$ cat src/include/bitop_consts.svh
// Purpose: Constants for the bit-manipulation datapath
// Assumes: Byte operands, 3-bit bit numbers
// Notes:   Definitions only
`ifndef BITOP_CONSTS_SVH
`define BITOP_CONSTS_SVH

`define BIT_NUM_W    3
`define OPND_W       8
`define FLAG_RESET   1'b0
`define BYTE_RESET   8'h00

`endif

$ cat src/include/bitop_pkg.sv
// Purpose: Types for the bit-manipulation datapath
// Assumes: bitop_consts.svh on the include path
// Notes:   Operation codes carry no fixed encoding
`default_nettype none
`include "bitop_consts.svh"

package bitop_pkg;

    // Operations of the unit
    typedef enum logic [3:0] {
        set_bit_op,
        clear_bit_op,
        invert_bit_op,
        test_bit_op,
        carry_and_bit_op,
        carry_and_inverted_bit_op,
        carry_or_bit_op,
        carry_or_inverted_bit_op,
        carry_xor_bit_op,
        carry_xor_inverted_bit_op,
        load_bit_to_carry_op,
        load_inverted_bit_to_carry_op,
        store_carry_to_bit_op,
        store_inverted_carry_to_bit_op
    } bit_op_t;

    // One request from the instruction decoder
    typedef struct packed {
        bit_op_t                   op;
        logic                      use_reg;   // Bit number from register
        logic [`BIT_NUM_W-1:0]     imm_bit;
        logic [`OPND_W-1:0]        bit_reg;   // Register holding bit number
        logic                      to_mem;    // Operand lives in memory
        logic [15:0]               addr;
        logic [`OPND_W-1:0]        opnd;      // Register operand value
    } bit_req_t;

    // Result returned to the core
    typedef struct packed {
        logic                      write_reg; // Register byte to write back
        logic [`OPND_W-1:0]        data;
        logic                      carry;
        logic                      zero;
        logic                      illegal;   // Register bit number refused
    } bit_rsp_t;

endpackage

`default_nettype wire

$ cat src/hw/bit_manip_unit.sv
// Purpose: Bit-manipulation datapath of an 8-bit CPU core
// Assumes: Inputs synchronous to clk; memory answers rd_data on rd_ack
// Notes:   One request at a time; busy is high until done
`include "bitop_consts.svh"
`timescale 1ns/10ps
`default_nettype none

module bit_manip_unit (
    input  wire logic                 clk,      // CPU clock, 20 MHz
    input  wire logic                 rst_b,    // Async reset, active low
    input  wire logic                 clk_en,   // Freezes state when low
    input  wire logic                 start,    // Request strobe
    input  wire bitop_pkg::bit_req_t  req,      // Request fields
    input  wire logic                 carry_in, // Current carry flag
    input  wire logic                 zero_in,  // Current zero flag
    output logic                      busy,     // Request in progress
    output logic                      done,     // Result valid pulse
    output bitop_pkg::bit_rsp_t       rsp,      // Result, registered
    output logic                      rd_req,   // Memory read request
    input  wire logic                 rd_ack,   // Memory read data valid
    input  wire logic [7:0]           rd_data,  // Memory read data
    output logic                      wr_req,   // Memory write strobe
    output logic [15:0]               mem_addr, // Memory address
    output logic [7:0]                wr_data   // Memory write data
);
    import bitop_pkg::*;

    // ------------------------------------------------------------
    // Operation classes
    // ------------------------------------------------------------
    function automatic logic op_inverted(input bit_op_t o);
        case (o)
            carry_and_inverted_bit_op, carry_or_inverted_bit_op,
            carry_xor_inverted_bit_op, load_inverted_bit_to_carry_op,
            store_inverted_carry_to_bit_op: op_inverted = 1'b1;
            default: op_inverted = 1'b0;
        endcase
    endfunction

    function automatic logic op_writes(input bit_op_t o);
        case (o)
            set_bit_op, clear_bit_op, invert_bit_op,
            store_carry_to_bit_op,
            store_inverted_carry_to_bit_op: op_writes = 1'b1;
            default: op_writes = 1'b0;
        endcase
    endfunction

    // New byte value for a modifying operation
    function automatic logic [7:0] modify(input bit_op_t o,
                                          input logic [7:0] b,
                                          input logic [2:0] n,
                                          input logic c);
        logic [7:0] r;
        r = b;
        case (o)
            set_bit_op:                     r[n] = 1'b1;
            clear_bit_op:                   r[n] = 1'b0;
            invert_bit_op:                  r[n] = ~b[n];
            store_carry_to_bit_op:          r[n] = c;
            store_inverted_carry_to_bit_op: r[n] = ~c;
            default:                        r = b;
        endcase
        return r;
    endfunction

    // New carry for a carry operation
    function automatic logic new_carry(input bit_op_t o, input logic c,
                                       input logic b);
        case (o)
            carry_and_bit_op:              new_carry = c & b;
            carry_and_inverted_bit_op:     new_carry = c & ~b;
            carry_or_bit_op:               new_carry = c | b;
            carry_or_inverted_bit_op:      new_carry = c | ~b;
            carry_xor_bit_op:              new_carry = c ^ b;
            carry_xor_inverted_bit_op:     new_carry = c ^ ~b;
            load_bit_to_carry_op:          new_carry = b;
            load_inverted_bit_to_carry_op: new_carry = ~b;
            default:                       new_carry = c;
        endcase
    endfunction

    // ------------------------------------------------------------
    // Request capture and bit selection
    // ------------------------------------------------------------
    typedef enum logic [1:0] {st_idle, st_read, st_exec} state_t;

    state_t                 state_q;
    bit_req_t               req_q;
    logic                   c_q;
    logic                   z_q;
    logic [7:0]             byte_q;
    logic [`BIT_NUM_W-1:0]  bitn;
    logic                   refuse;
    logic                   sel;

    assign bitn = req_q.use_reg ? req_q.bit_reg[`BIT_NUM_W-1:0]
                                : req_q.imm_bit;
    // register source refused for inverted ops
    assign refuse = req_q.use_reg && op_inverted(req_q.op);
    assign sel    = byte_q[bitn];
    assign busy   = (state_q != st_idle);
    assign rd_req = (state_q == st_read);

    // Sequencer
    always_ff @(posedge clk or negedge rst_b) begin
        if (!rst_b) begin
            state_q <= st_idle;
        end else if (clk_en) begin
            case (state_q)
                st_idle: begin
                    if (start) begin
                        state_q <= req.to_mem ? st_read : st_exec;
                    end
                end
                st_read: begin
                    if (rd_ack) begin
                        state_q <= st_exec;
                    end
                end
                st_exec: state_q <= st_idle;
                default: state_q <= st_idle;
            endcase
        end
    end

    // Operand and flag capture
    always_ff @(posedge clk or negedge rst_b) begin
        if (!rst_b) begin
            req_q  <= '0;
            c_q    <= `FLAG_RESET;
            z_q    <= `FLAG_RESET;
            byte_q <= `BYTE_RESET;
        end else if (clk_en) begin
            if (state_q == st_idle && start) begin
                req_q  <= req;
                c_q    <= carry_in;
                z_q    <= zero_in;
                byte_q <= req.opnd;
            end else if (state_q == st_read && rd_ack) begin
                byte_q <= rd_data;
            end
        end
    end

    // ------------------------------------------------------------
    // Result and write-back
    // ------------------------------------------------------------
    always_ff @(posedge clk or negedge rst_b) begin
        if (!rst_b) begin
            rsp      <= '0;
            done     <= 1'b0;
            wr_req   <= 1'b0;
            mem_addr <= 16'h0000;
            wr_data  <= `BYTE_RESET;
        end else if (clk_en) begin
            done   <= 1'b0;
            wr_req <= 1'b0;
            if (state_q == st_idle && start) begin
                mem_addr <= req.addr;
            end
            if (state_q == st_exec) begin
                done        <= 1'b1;
                rsp.illegal <= refuse;
                rsp.carry   <= c_q;
                rsp.zero    <= z_q;
                rsp.data    <= byte_q;
                rsp.write_reg <= 1'b0;
                if (!refuse) begin
                    rsp.carry <= new_carry(req_q.op, c_q, sel);
                    if (req_q.op == test_bit_op) begin
                        rsp.zero <= ~sel;
                    end
                    if (op_writes(req_q.op)) begin
                        rsp.data <= modify(req_q.op, byte_q, bitn, c_q);
                        rsp.write_reg <= !req_q.to_mem;
                        // full byte back to same address
                        if (req_q.to_mem) begin
                            wr_req  <= 1'b1;
                            wr_data <= modify(req_q.op, byte_q, bitn, c_q);
                        end
                    end
                end
            end
        end
    end

    // ------------------------------------------------------------
    // Assertions
    // ------------------------------------------------------------
    a_test_zero_flag: assert property (
        @(posedge clk) disable iff (!rst_b)
        (clk_en && state_q == st_exec && !refuse
            && req_q.op == test_bit_op)
        |=> (rsp.zero == ~$past(sel)) && rsp.data == $past(byte_q))
        else $error("test op zero flag wrong");

    a_set_bit_one: assert property (
        @(posedge clk) disable iff (!rst_b)
        (clk_en && state_q == st_exec && !refuse
            && req_q.op == set_bit_op)
        |=> rsp.data == ($past(byte_q) | (8'h01 << $past(bitn))))
        else $error("set op result wrong");

    a_clear_bit_zero: assert property (
        @(posedge clk) disable iff (!rst_b)
        (clk_en && state_q == st_exec && !refuse
            && req_q.op == clear_bit_op)
        |=> rsp.data == ($past(byte_q) & ~(8'h01 << $past(bitn))))
        else $error("clear op result wrong");

    a_invert_bit_flip: assert property (
        @(posedge clk) disable iff (!rst_b)
        (clk_en && state_q == st_exec && !refuse
            && req_q.op == invert_bit_op)
        |=> rsp.data == ($past(byte_q) ^ (8'h01 << $past(bitn))))
        else $error("invert op result wrong");

    a_and_carry_result: assert property (
        @(posedge clk) disable iff (!rst_b)
        (clk_en && state_q == st_exec && !refuse
            && req_q.op == carry_and_bit_op)
        |=> rsp.carry == ($past(c_q) & $past(sel)))
        else $error("carry and wrong");

    a_load_inv_carry: assert property (
        @(posedge clk) disable iff (!rst_b)
        (clk_en && state_q == st_exec && !refuse
            && req_q.op == load_inverted_bit_to_carry_op)
        |=> rsp.carry == ~$past(sel))
        else $error("inverted load wrong");

    a_inv_reg_refused: assert property (
        @(posedge clk) disable iff (!rst_b)
        (clk_en && state_q == st_exec && refuse)
        |=> rsp.illegal && !wr_req && rsp.carry == $past(c_q))
        else $error("register bit number not refused");

    a_mem_write_back: assert property (
        @(posedge clk) disable iff (!rst_b)
        (clk_en && state_q == st_read && rd_ack && op_writes(req_q.op)
            && !refuse)
        |=> (clk_en ##1 wr_req && mem_addr == req_q.addr) or !clk_en)
        else $error("memory byte not written back");

    a_store_keeps_zero: assert property (
        @(posedge clk) disable iff (!rst_b)
        (clk_en && state_q == st_exec && req_q.op != test_bit_op)
        |=> rsp.zero == $past(z_q))
        else $error("zero flag disturbed");

    a_store_carry_bit: assert property (
        @(posedge clk) disable iff (!rst_b)
        (clk_en && state_q == st_exec && !refuse
            && req_q.op == store_carry_to_bit_op)
        |=> rsp.data == (($past(byte_q) & ~(8'h01 << $past(bitn)))
            | (8'($past(c_q)) << $past(bitn))))
        else $error("carry store result wrong");

    a_or_inv_carry: assert property (
        @(posedge clk) disable iff (!rst_b)
        (clk_en && state_q == st_exec && !refuse
            && req_q.op == carry_or_inverted_bit_op)
        |=> rsp.carry == ($past(c_q) | ~$past(sel)))
        else $error("inverted carry or wrong");

    c_mem_rmw: cover property (@(posedge clk) disable iff (!rst_b)
        wr_req);
    c_reg_test: cover property (@(posedge clk) disable iff (!rst_b)
        done && !rsp.illegal && req_q.op == test_bit_op);
    c_refused: cover property (@(posedge clk) disable iff (!rst_b)
        done && rsp.illegal);
    c_frozen_busy: cover property (@(posedge clk) disable iff (!rst_b)
        busy && !clk_en);
    c_read_stall: cover property (@(posedge clk) disable iff (!rst_b)
        rd_req && !rd_ack ##1 rd_req && rd_ack);

endmodule

`default_nettype wire

$ cat config.mk
export PLATFORM = sky130hd
export DESIGN_NAME = bit_manip_unit
export DESIGN_NICKNAME = d
export VERILOG_FILES = /design/src/include/bitop_pkg.sv /design/src/hw/bit_manip_unit.sv
export VERILOG_INCLUDE_DIRS = /design/src /design/src/include
export SDC_FILE = /design/constraint.sdc
export NUM_CORES = 1
export LEC_CHECK = 0
export BUFFER_PORTS_ARGS = -buffer_cell sky130_fd_sc_hd__buf_2
export CAP_MARGIN = 25
export CORE_MARGIN = 2
export CORE_UTILIZATION = 53
export CTS_BUF_LIST = sky130_fd_sc_hd__clkbuf_2 sky130_fd_sc_hd__clkbuf_4 sky130_fd_sc_hd__clkbuf_8
export DETAILED_ROUTE_END_ITERATION = 8
export PLACE_DENSITY = 0.82
export SLEW_MARGIN = 10
export SYNTH_ARGS = -nofsm -noshare
export SYNTH_HDL_FRONTEND = slang
export SYNTH_SLANG_ARGS = --single-unit
$ cat constraint.sdc
create_clock -name clk -period 2.4 [get_ports clk]
set_input_delay 0 -clock clk [delete_from_list [all_inputs] [get_ports clk]]
set_output_delay 0 -clock clk [all_outputs]
set_load 0.02 [all_outputs]
==> out/results.ini, run 1 <==
[global_route]
grt_pass1_vias = 2723
grt_max_degree = 39
grt_overflow_total = 0
grt_pass1_wl_um = 13100
grt_antenna_before_repair = 0
grtUsageTotal = 0.268

[worst_setup_path]
arrival_ns = 2.42
cp_max_fo = 16
end_kind = flop
critPathLaunchType = flop
required_ns = 2.61
crit_type = reg2reg

[placed_design]
place_congestion = 0.838
post-dp-hpwl_um = 5010
port_buffers = 90

[power_and_ir_drop]
ir_drop_mv = 0.683
powerDensity_nw_per_um2 = 1080
p_leak_uw = 0.00198

[drt]
routed_wirelength_um = 7860
route.detailed.drc = 0
wire_per_inst_um = 15.9
dr_total_vias = 2723
viasPerCell = 5.52
drtPass1Iterations = 4
antenna_left = 0
drt_iter0_drc = 361

[clock_tree]
clk_latency_ns = 0.34
cts_htree_levels = 3
clk_pin_slew_ns = 0.07
cts.sink_count = 62
cts_root_buf = clkbuf_8
clockBufferDepth = 2
numCtsBuffers = 9
tritoncts = built
post-cts-setup-buffers = 0

[logic_synthesis]
ys_warn_count = 0
synth_area_leader_cell = dfrtp_1
synth_top_flop_cell = dfrtp_1
synth_cell_type_count = 49
yosys-top-cells-area = dfrtp_1, mux2_2, nand2_1
syn-instance-count = 273
syn_nets = 329
synth.avg_cell_area_um2 = 11.3
ys_ff_latch = 62
ys_async_sr_fraction = 1.00
synth_top_area_frac = 0.504
yosysSeqAreaShare = 0.504
syn-cell-area_um2 = 3080
synth_edf_count = 0

[timing]
rsz0062_at_grt = no
slew_headroom = 0.444
finalHoldViolCount = 0
skew_ns = 0.00758
post-route-min-period_ns = 2.21
tns_ns = 0
maxSlewViolCount = 0
fin_crit_sh = 0.922
holdWs_ns = 0.0394
tightest_slew_ns = 0.834
fmax_ghz = 0.452
setup_viol = 0

[floorplan]
core_um2 = 5570
die_area_um2 = 6440
die_w_um = 80.2
start_util = 0.553
ios = 96
fp.dieH_um = 80.2
rows = 27

[final_layout]
n_fill_cell = 381
areaGrowthSynthToFinish_pct = 38.3
n_antenna_cell = 0
drive_gt1_frac = 0.368
finalNetCount = 472

[outcome]
status = finished clean

[flow_run]
drv_cap = 0

[hold_path]
hold_class = in2reg

==> metrics by stage <==
stage / std cells / total power [uW] / worst slack, ns / utilization / area, um^2
final: 493 / 4600 / 0.187 / 0.765 / 4260
after detailed placement: 429 / 3710 / 0.218 / 0.648 / 3610
after global routing: 493 / 4900 / 0.0151 / 0.765 / 4260
after global placement: 429 / 3640 / 0.279 / 0.648 / 3610
after floorplan: 273 / 3130 / 0.530 / - / 3080
after CTS: 493 / 4590 / 0.207 / 0.765 / 4260
==> state kept, by name, summed over array words and instances, names as in the netlist <==
name and flops:
byte_q 8, c_q 1, done 1, mem_addr 16, req_q 12, rsp 12
state_q 2, wr_data 8, wr_req 1, z_q 1
==> cell usage after synthesis, types with 4 or more instances <==
library cell / count
a211oi_2: 4
buf_2: 6
a22oi_1: 10
a21o_1: 6
a21oi_1: 6
nor3_1: 4
nand2_1: 35
o31ai_1: 10
mux2i_1: 12
inv_1: 4
o21ai_1: 12
mux2_2: 26
o21ai_0: 16
nor2_1: 7
dfrtp_1: 62
==> path summary, 6_finish.rpt <==
check | from | to | slack [ns] | cells past startpoint
worst min register to register | wr_data[0] | wr_data[0] | 0.48 | 2
worst max-delay path | req_q[36] | wr_data[4] | 0.19 | 6
min in group asynchronous | rst_b | mem_addr[14] | 0.31 | 2
max in group asynchronous | rst_b | wr_data[1] | 1.31 | 3
worst max register to register | req_q[36] | wr_data[4] | 0.19 | 6
worst min-delay path | rd_ack | state_q[1] | 0.04 | 5
==> cell usage in the layout (no fill, tap or decap), types with 2 or more instances in the layout <==
cell type,synthesis,final
a211oi_1,2,2
mux2_2,26,26
o21ai_0,16,16
a211oi_2,4,4
dlygate4sd3_1,0,48
and2_1,2,2
nand3_1,2,2
a32oi_2,2,2
a22oi_1,10,10
buf_4,3,8
a22o_1,2,2
nor2_1,7,7
nor3_1,4,4
mux2i_1,12,12
dfrtp_1,62,62
o31ai_1,10,10
inv_1,4,4
nand2_1,35,35
o21ai_1,12,12
mux2_1,3,3
nor2b_1,3,3
buf_2,6,90
a21oi_1,6,6
clkinv_2,0,5
a21o_1,6,6
and3b_1,2,2
clkbuf_8,0,10
o22a_1,2,2
o22ai_1,2,2
o32ai_1,2,2
nand2b_1,2,2
==> per-layer routing <==
metal  GRT usage  share of wire
met3      0.0551          0.049
met5           0              0
met2       0.438           0.51
met1       0.354           0.42
met4      0.0966          0.022
==> critical path, cell delays in order (launching register included) <==
cell	delay, ns
dfrtp_1	0.66
mux2_4	0.42
mux2i_1	0.15
a32oi_2	0.33
nand3_4	0.16
a211oi_2	0.26
o31ai_1	0.11
==> power by group <==
part	total [uW]	leakage (uW)	internal, uW	switching (uW)
Clock	804	0.0000961	405	399
Combinational	1970	0.00112	845	1130
Sequential	1820	0.000764	1440	378
Total	4600	0.00198	2690	1910
==> logic make-up after synthesis <==
kind of cell | count (synthesis) | share of synthesized area
and+or+nand+nor | 66 | 0.111
xor gates and xnor gates | 1 | 0.00284
DFF | 62 | 0.504
buffers and inverters | 19 | 0.0341
AOI/OAI and AO/OA | 82 | 0.194
muxes | 43 | 0.154
==> repair_timing <==
action | in CTS | in global routing
setup endpoints to repair | 0 | 0
hold buffers | 48 | 0
gates resized for setup | 0 | 0
endpoints found under the hold margin | 78 | 0
==> layout make-up <==
cell class,instances,area [um^2],share of cell area
clock buffer,11,145,0.0341
timing repair buffer,147,1010,0.237
multi-input combinational,192,1420,0.334
clock inverter,5,25.0,0.00587
tap,72,90.1,0.0211
inverter,4,15.0,0.00352
sequential,62,1550,0.364
No activity file was read; power rests on OpenSTA's default activity.
==> run 2, diff against run 1 <==
--- a/config.mk
+++ b/config.mk
@@ -6,6 +6,7 @@
 export SDC_FILE = /design/constraint.sdc
 export NUM_CORES = 1
 export LEC_CHECK = 0
+export ABC_AREA = 1
 export BUFFER_PORTS_ARGS = -buffer_cell sky130_fd_sc_hd__buf_2
 export CAP_MARGIN = 25
 export CORE_MARGIN = 2
==> run 2 against run 1 <==
Hold slack better by 0.10 ns. Sequential power is 5% higher. Core utilization is 0.61 points lower. Design area is 3.5% higher. Combinational power is 63% higher.
==> out/results.ini, run 2 <==
[outcome]
status = finished clean

[timing]
fmax_ghz = 0.428
finalHoldViolCount = 0
setup_viol = 0
maxSlewViolCount = 0
fin_crit_sh = 0.974
post-route-min-period_ns = 2.34
skew_ns = 0.00966
tightest_slew_ns = 0.553
setup_ws_ns = 0.0632
slew_headroom = 0.632

[clock_tree]
clockBufferDepth = 2
clk_pin_slew_ns = 0.07
numCtsBuffers = 9
clk_latency_ns = 0.34
tritoncts = built
cts.sink_count = 62
cts_htree_levels = 3
cts_root_buf = clkbuf_8

[floorplan]
start_util = 0.539
rows = 28
ios = 96
fp.dieH_um = 80.9
die_w_um = 80.9
die_area_um2 = 6540
core_um2 = 5820

[logic_synthesis]
syn-instance-count = 415
synth_area_leader_cell = dfrtp_1
yosysSeqAreaShare = 0.495
yosys-top-cells-area = dfrtp_1, nand2_1, nand3_1
synth_cell_type_count = 28
syn_nets = 471
ys_async_sr_fraction = 1.00
synth_edf_count = 0
synth_top_flop_cell = dfrtp_1
syn-cell-area_um2 = 3130
yosysMostFrequentCell = nand2_1
synth_top_area_frac = 0.495
ys_ff_latch = 62
synth_common_cells = nand2_1, dfrtp_1, inv_1, nand3_1, nor2_1
synth.avg_cell_area_um2 = 7.55
ys_warn_count = 0

[final_layout]
final_common_cell = nand2_1
final_cell_mix = nand2_1, buf_2, dfrtp_1
regMostFlops = mem_addr
finalNetCount = 625
utilization = 0.758
n_antenna_cell = 0
areaGrowthSynthToFinish_pct = 40.8
drive_gt1_frac = 0.260
reg_top3 = mem_addr (16), req_q (12), rsp (12)
largest_register_ffs = 16

[placed_design]
port_buffers = 90
place_congestion = 0.915
pre_cts_ws_ns = 0.492
post-dp-hpwl_um = 5140

[worst_setup_path]
required_ns = 2.68
cpPeakStageDelay_ns = 0.57
cp_max_fo = 10
worst_path_max_delay_cell = dlygate4sd3_1
crit_chain = nor2_2, inv_1, nor2_4, inv_2, a21oi_4, buf_4, nor2_1, a31oi_1, dlygate4sd3_1
crit_type = reg2reg
arrival_ns = 2.62
critPathLaunchType = flop
end_kind = flop

[global_route]
grt_antenna_before_repair = 0
grt_overflow_total = 0
grt_max_degree = 39
grtUsageTotal = 0.275
grt_pass1_vias = 3160
grt_pass1_wl_um = 13800

[power_and_ir_drop]
ir_drop_mv = 0.892
powerDensity_nw_per_um2 = 1360
p_leak_uw = 0.00239

[hold_path]
hold_class = in2reg

[drt]
drtPass1Iterations = 7
wire_per_inst_um = 13.7
routed_wirelength_um = 8860
route.detailed.drc = 0
dr_total_vias = 3348
antenna_left = 0
drt_iter0_drc = 274
viasPerCell = 5.16

[flow_run]
drv_cap = 0

-- run 2: changes by cell type in the layout (fill, tap and decap cells not counted), moves of 5 or more --
cell     before  now
o31ai_1      10    1
a22oi_1      10    0
inv_1         4   28
a31oi_1       1    8
nor2_2        0    6
nand3_1       2   28
nor2_1        7   22
mux2i_1      12    0
nand2_2       0    5
inv_2         0    6
a21o_1        6    0
buf_4         8   14
nand2_1      35  183
mux2_2       26    0
-- run 2: worst max-delay path, delay by kind of cell, from the launching register on --
kind | cells | cell delay, ns
buf+inv | 4 | 1.01
flops | 1 | 0.45
simple gates | 3 | 0.35
compound gates | 2 | 0.46
-- run 2: worst paths after layout --
check,endpoint,from,cells after the start,slack (ns)
max,byte_q[6],state_q[1],9,0.06
max in group asynchronous,mem_addr[4],rst_b,3,1.33
min in group asynchronous,wr_req,rst_b,2,0.17
min reg2reg,mem_addr[1],mem_addr[1],2,0.47
min,state_q[1],start,5,0.14
max reg2reg,byte_q[6],state_q[1],9,0.06
-- run 2: stage by stage --
step / instance area (um^2) / setup TNS (ns) / power, uW / hold WS, ns / std cells
global placement: 3650 / 0 / 4660 / 0.00855 / 574
floorplan: 3130 / 0 / 4000 / -0.296 / 415
CTS: 4340 / 0 / 5800 / 0.119 / 640
detailed placement: 3650 / 0 / 4760 / 0.0152 / 574
global route: 4410 / -0.151 / 6460 / 0.161 / 649
finish: 4410 / 0 / 6000 / 0.141 / 649
-- run 2: cells by family after synthesis --
kind of cell / count (synthesis) / share of synthesized area
AND/OR/NAND/NOR: 254 / 0.341
buffers and inverters: 46 / 0.0635
flip-flops: 62 / 0.495
AO/OA/AOI/OAI: 53 / 0.100
-- run 2: repair_timing --
action / CTS / global route
buffers inserted: 0 / 9
endpoints found under the setup margin: 0 / 9
gates resized for setup: 0 / 1
hold buffers: 50 / 0
endpoints found under the hold margin: 64 / 0
-- run 2: layout make-up --
| cell class | count | area [um^2] |
|---|---|---|
| Timing Repair Buffer | 154 | 1060 |
| Tap cell | 75 | 93.8 |
| Multi-Input combinational cell | 307 | 1390 |
| Clock buffer | 13 | 173 |
| Fill cell | 395 | 1410 |
| Sequential cell | 62 | 1550 |
| Inverter | 35 | 134 |
| Clock inverter | 3 | 17.5 |
-- run 2: per-layer routing --
| metal | up-vias | GRT usage | part of all wire |
|---|---|---|---|
| li1 | 1619 | - | - |
| met5 | - | 0 | 0 |
| met3 | 35 | 0.0556 | 0.068 |
| met4 | 0 | 0.114 | 0.034 |
| met1 | 1526 | 0.330 | 0.40 |
| met2 | 168 | 0.480 | 0.50 |
-- run 2: where the power goes --
part,internal [uW],total (uW),switching [uW],leakage [uW]
Combinational,1140,3210,2070,0.00153
Sequential,1540,1920,372,0.000765
Clock,467,865,398,0.0000988
Total,3150,6000,2840,0.00239
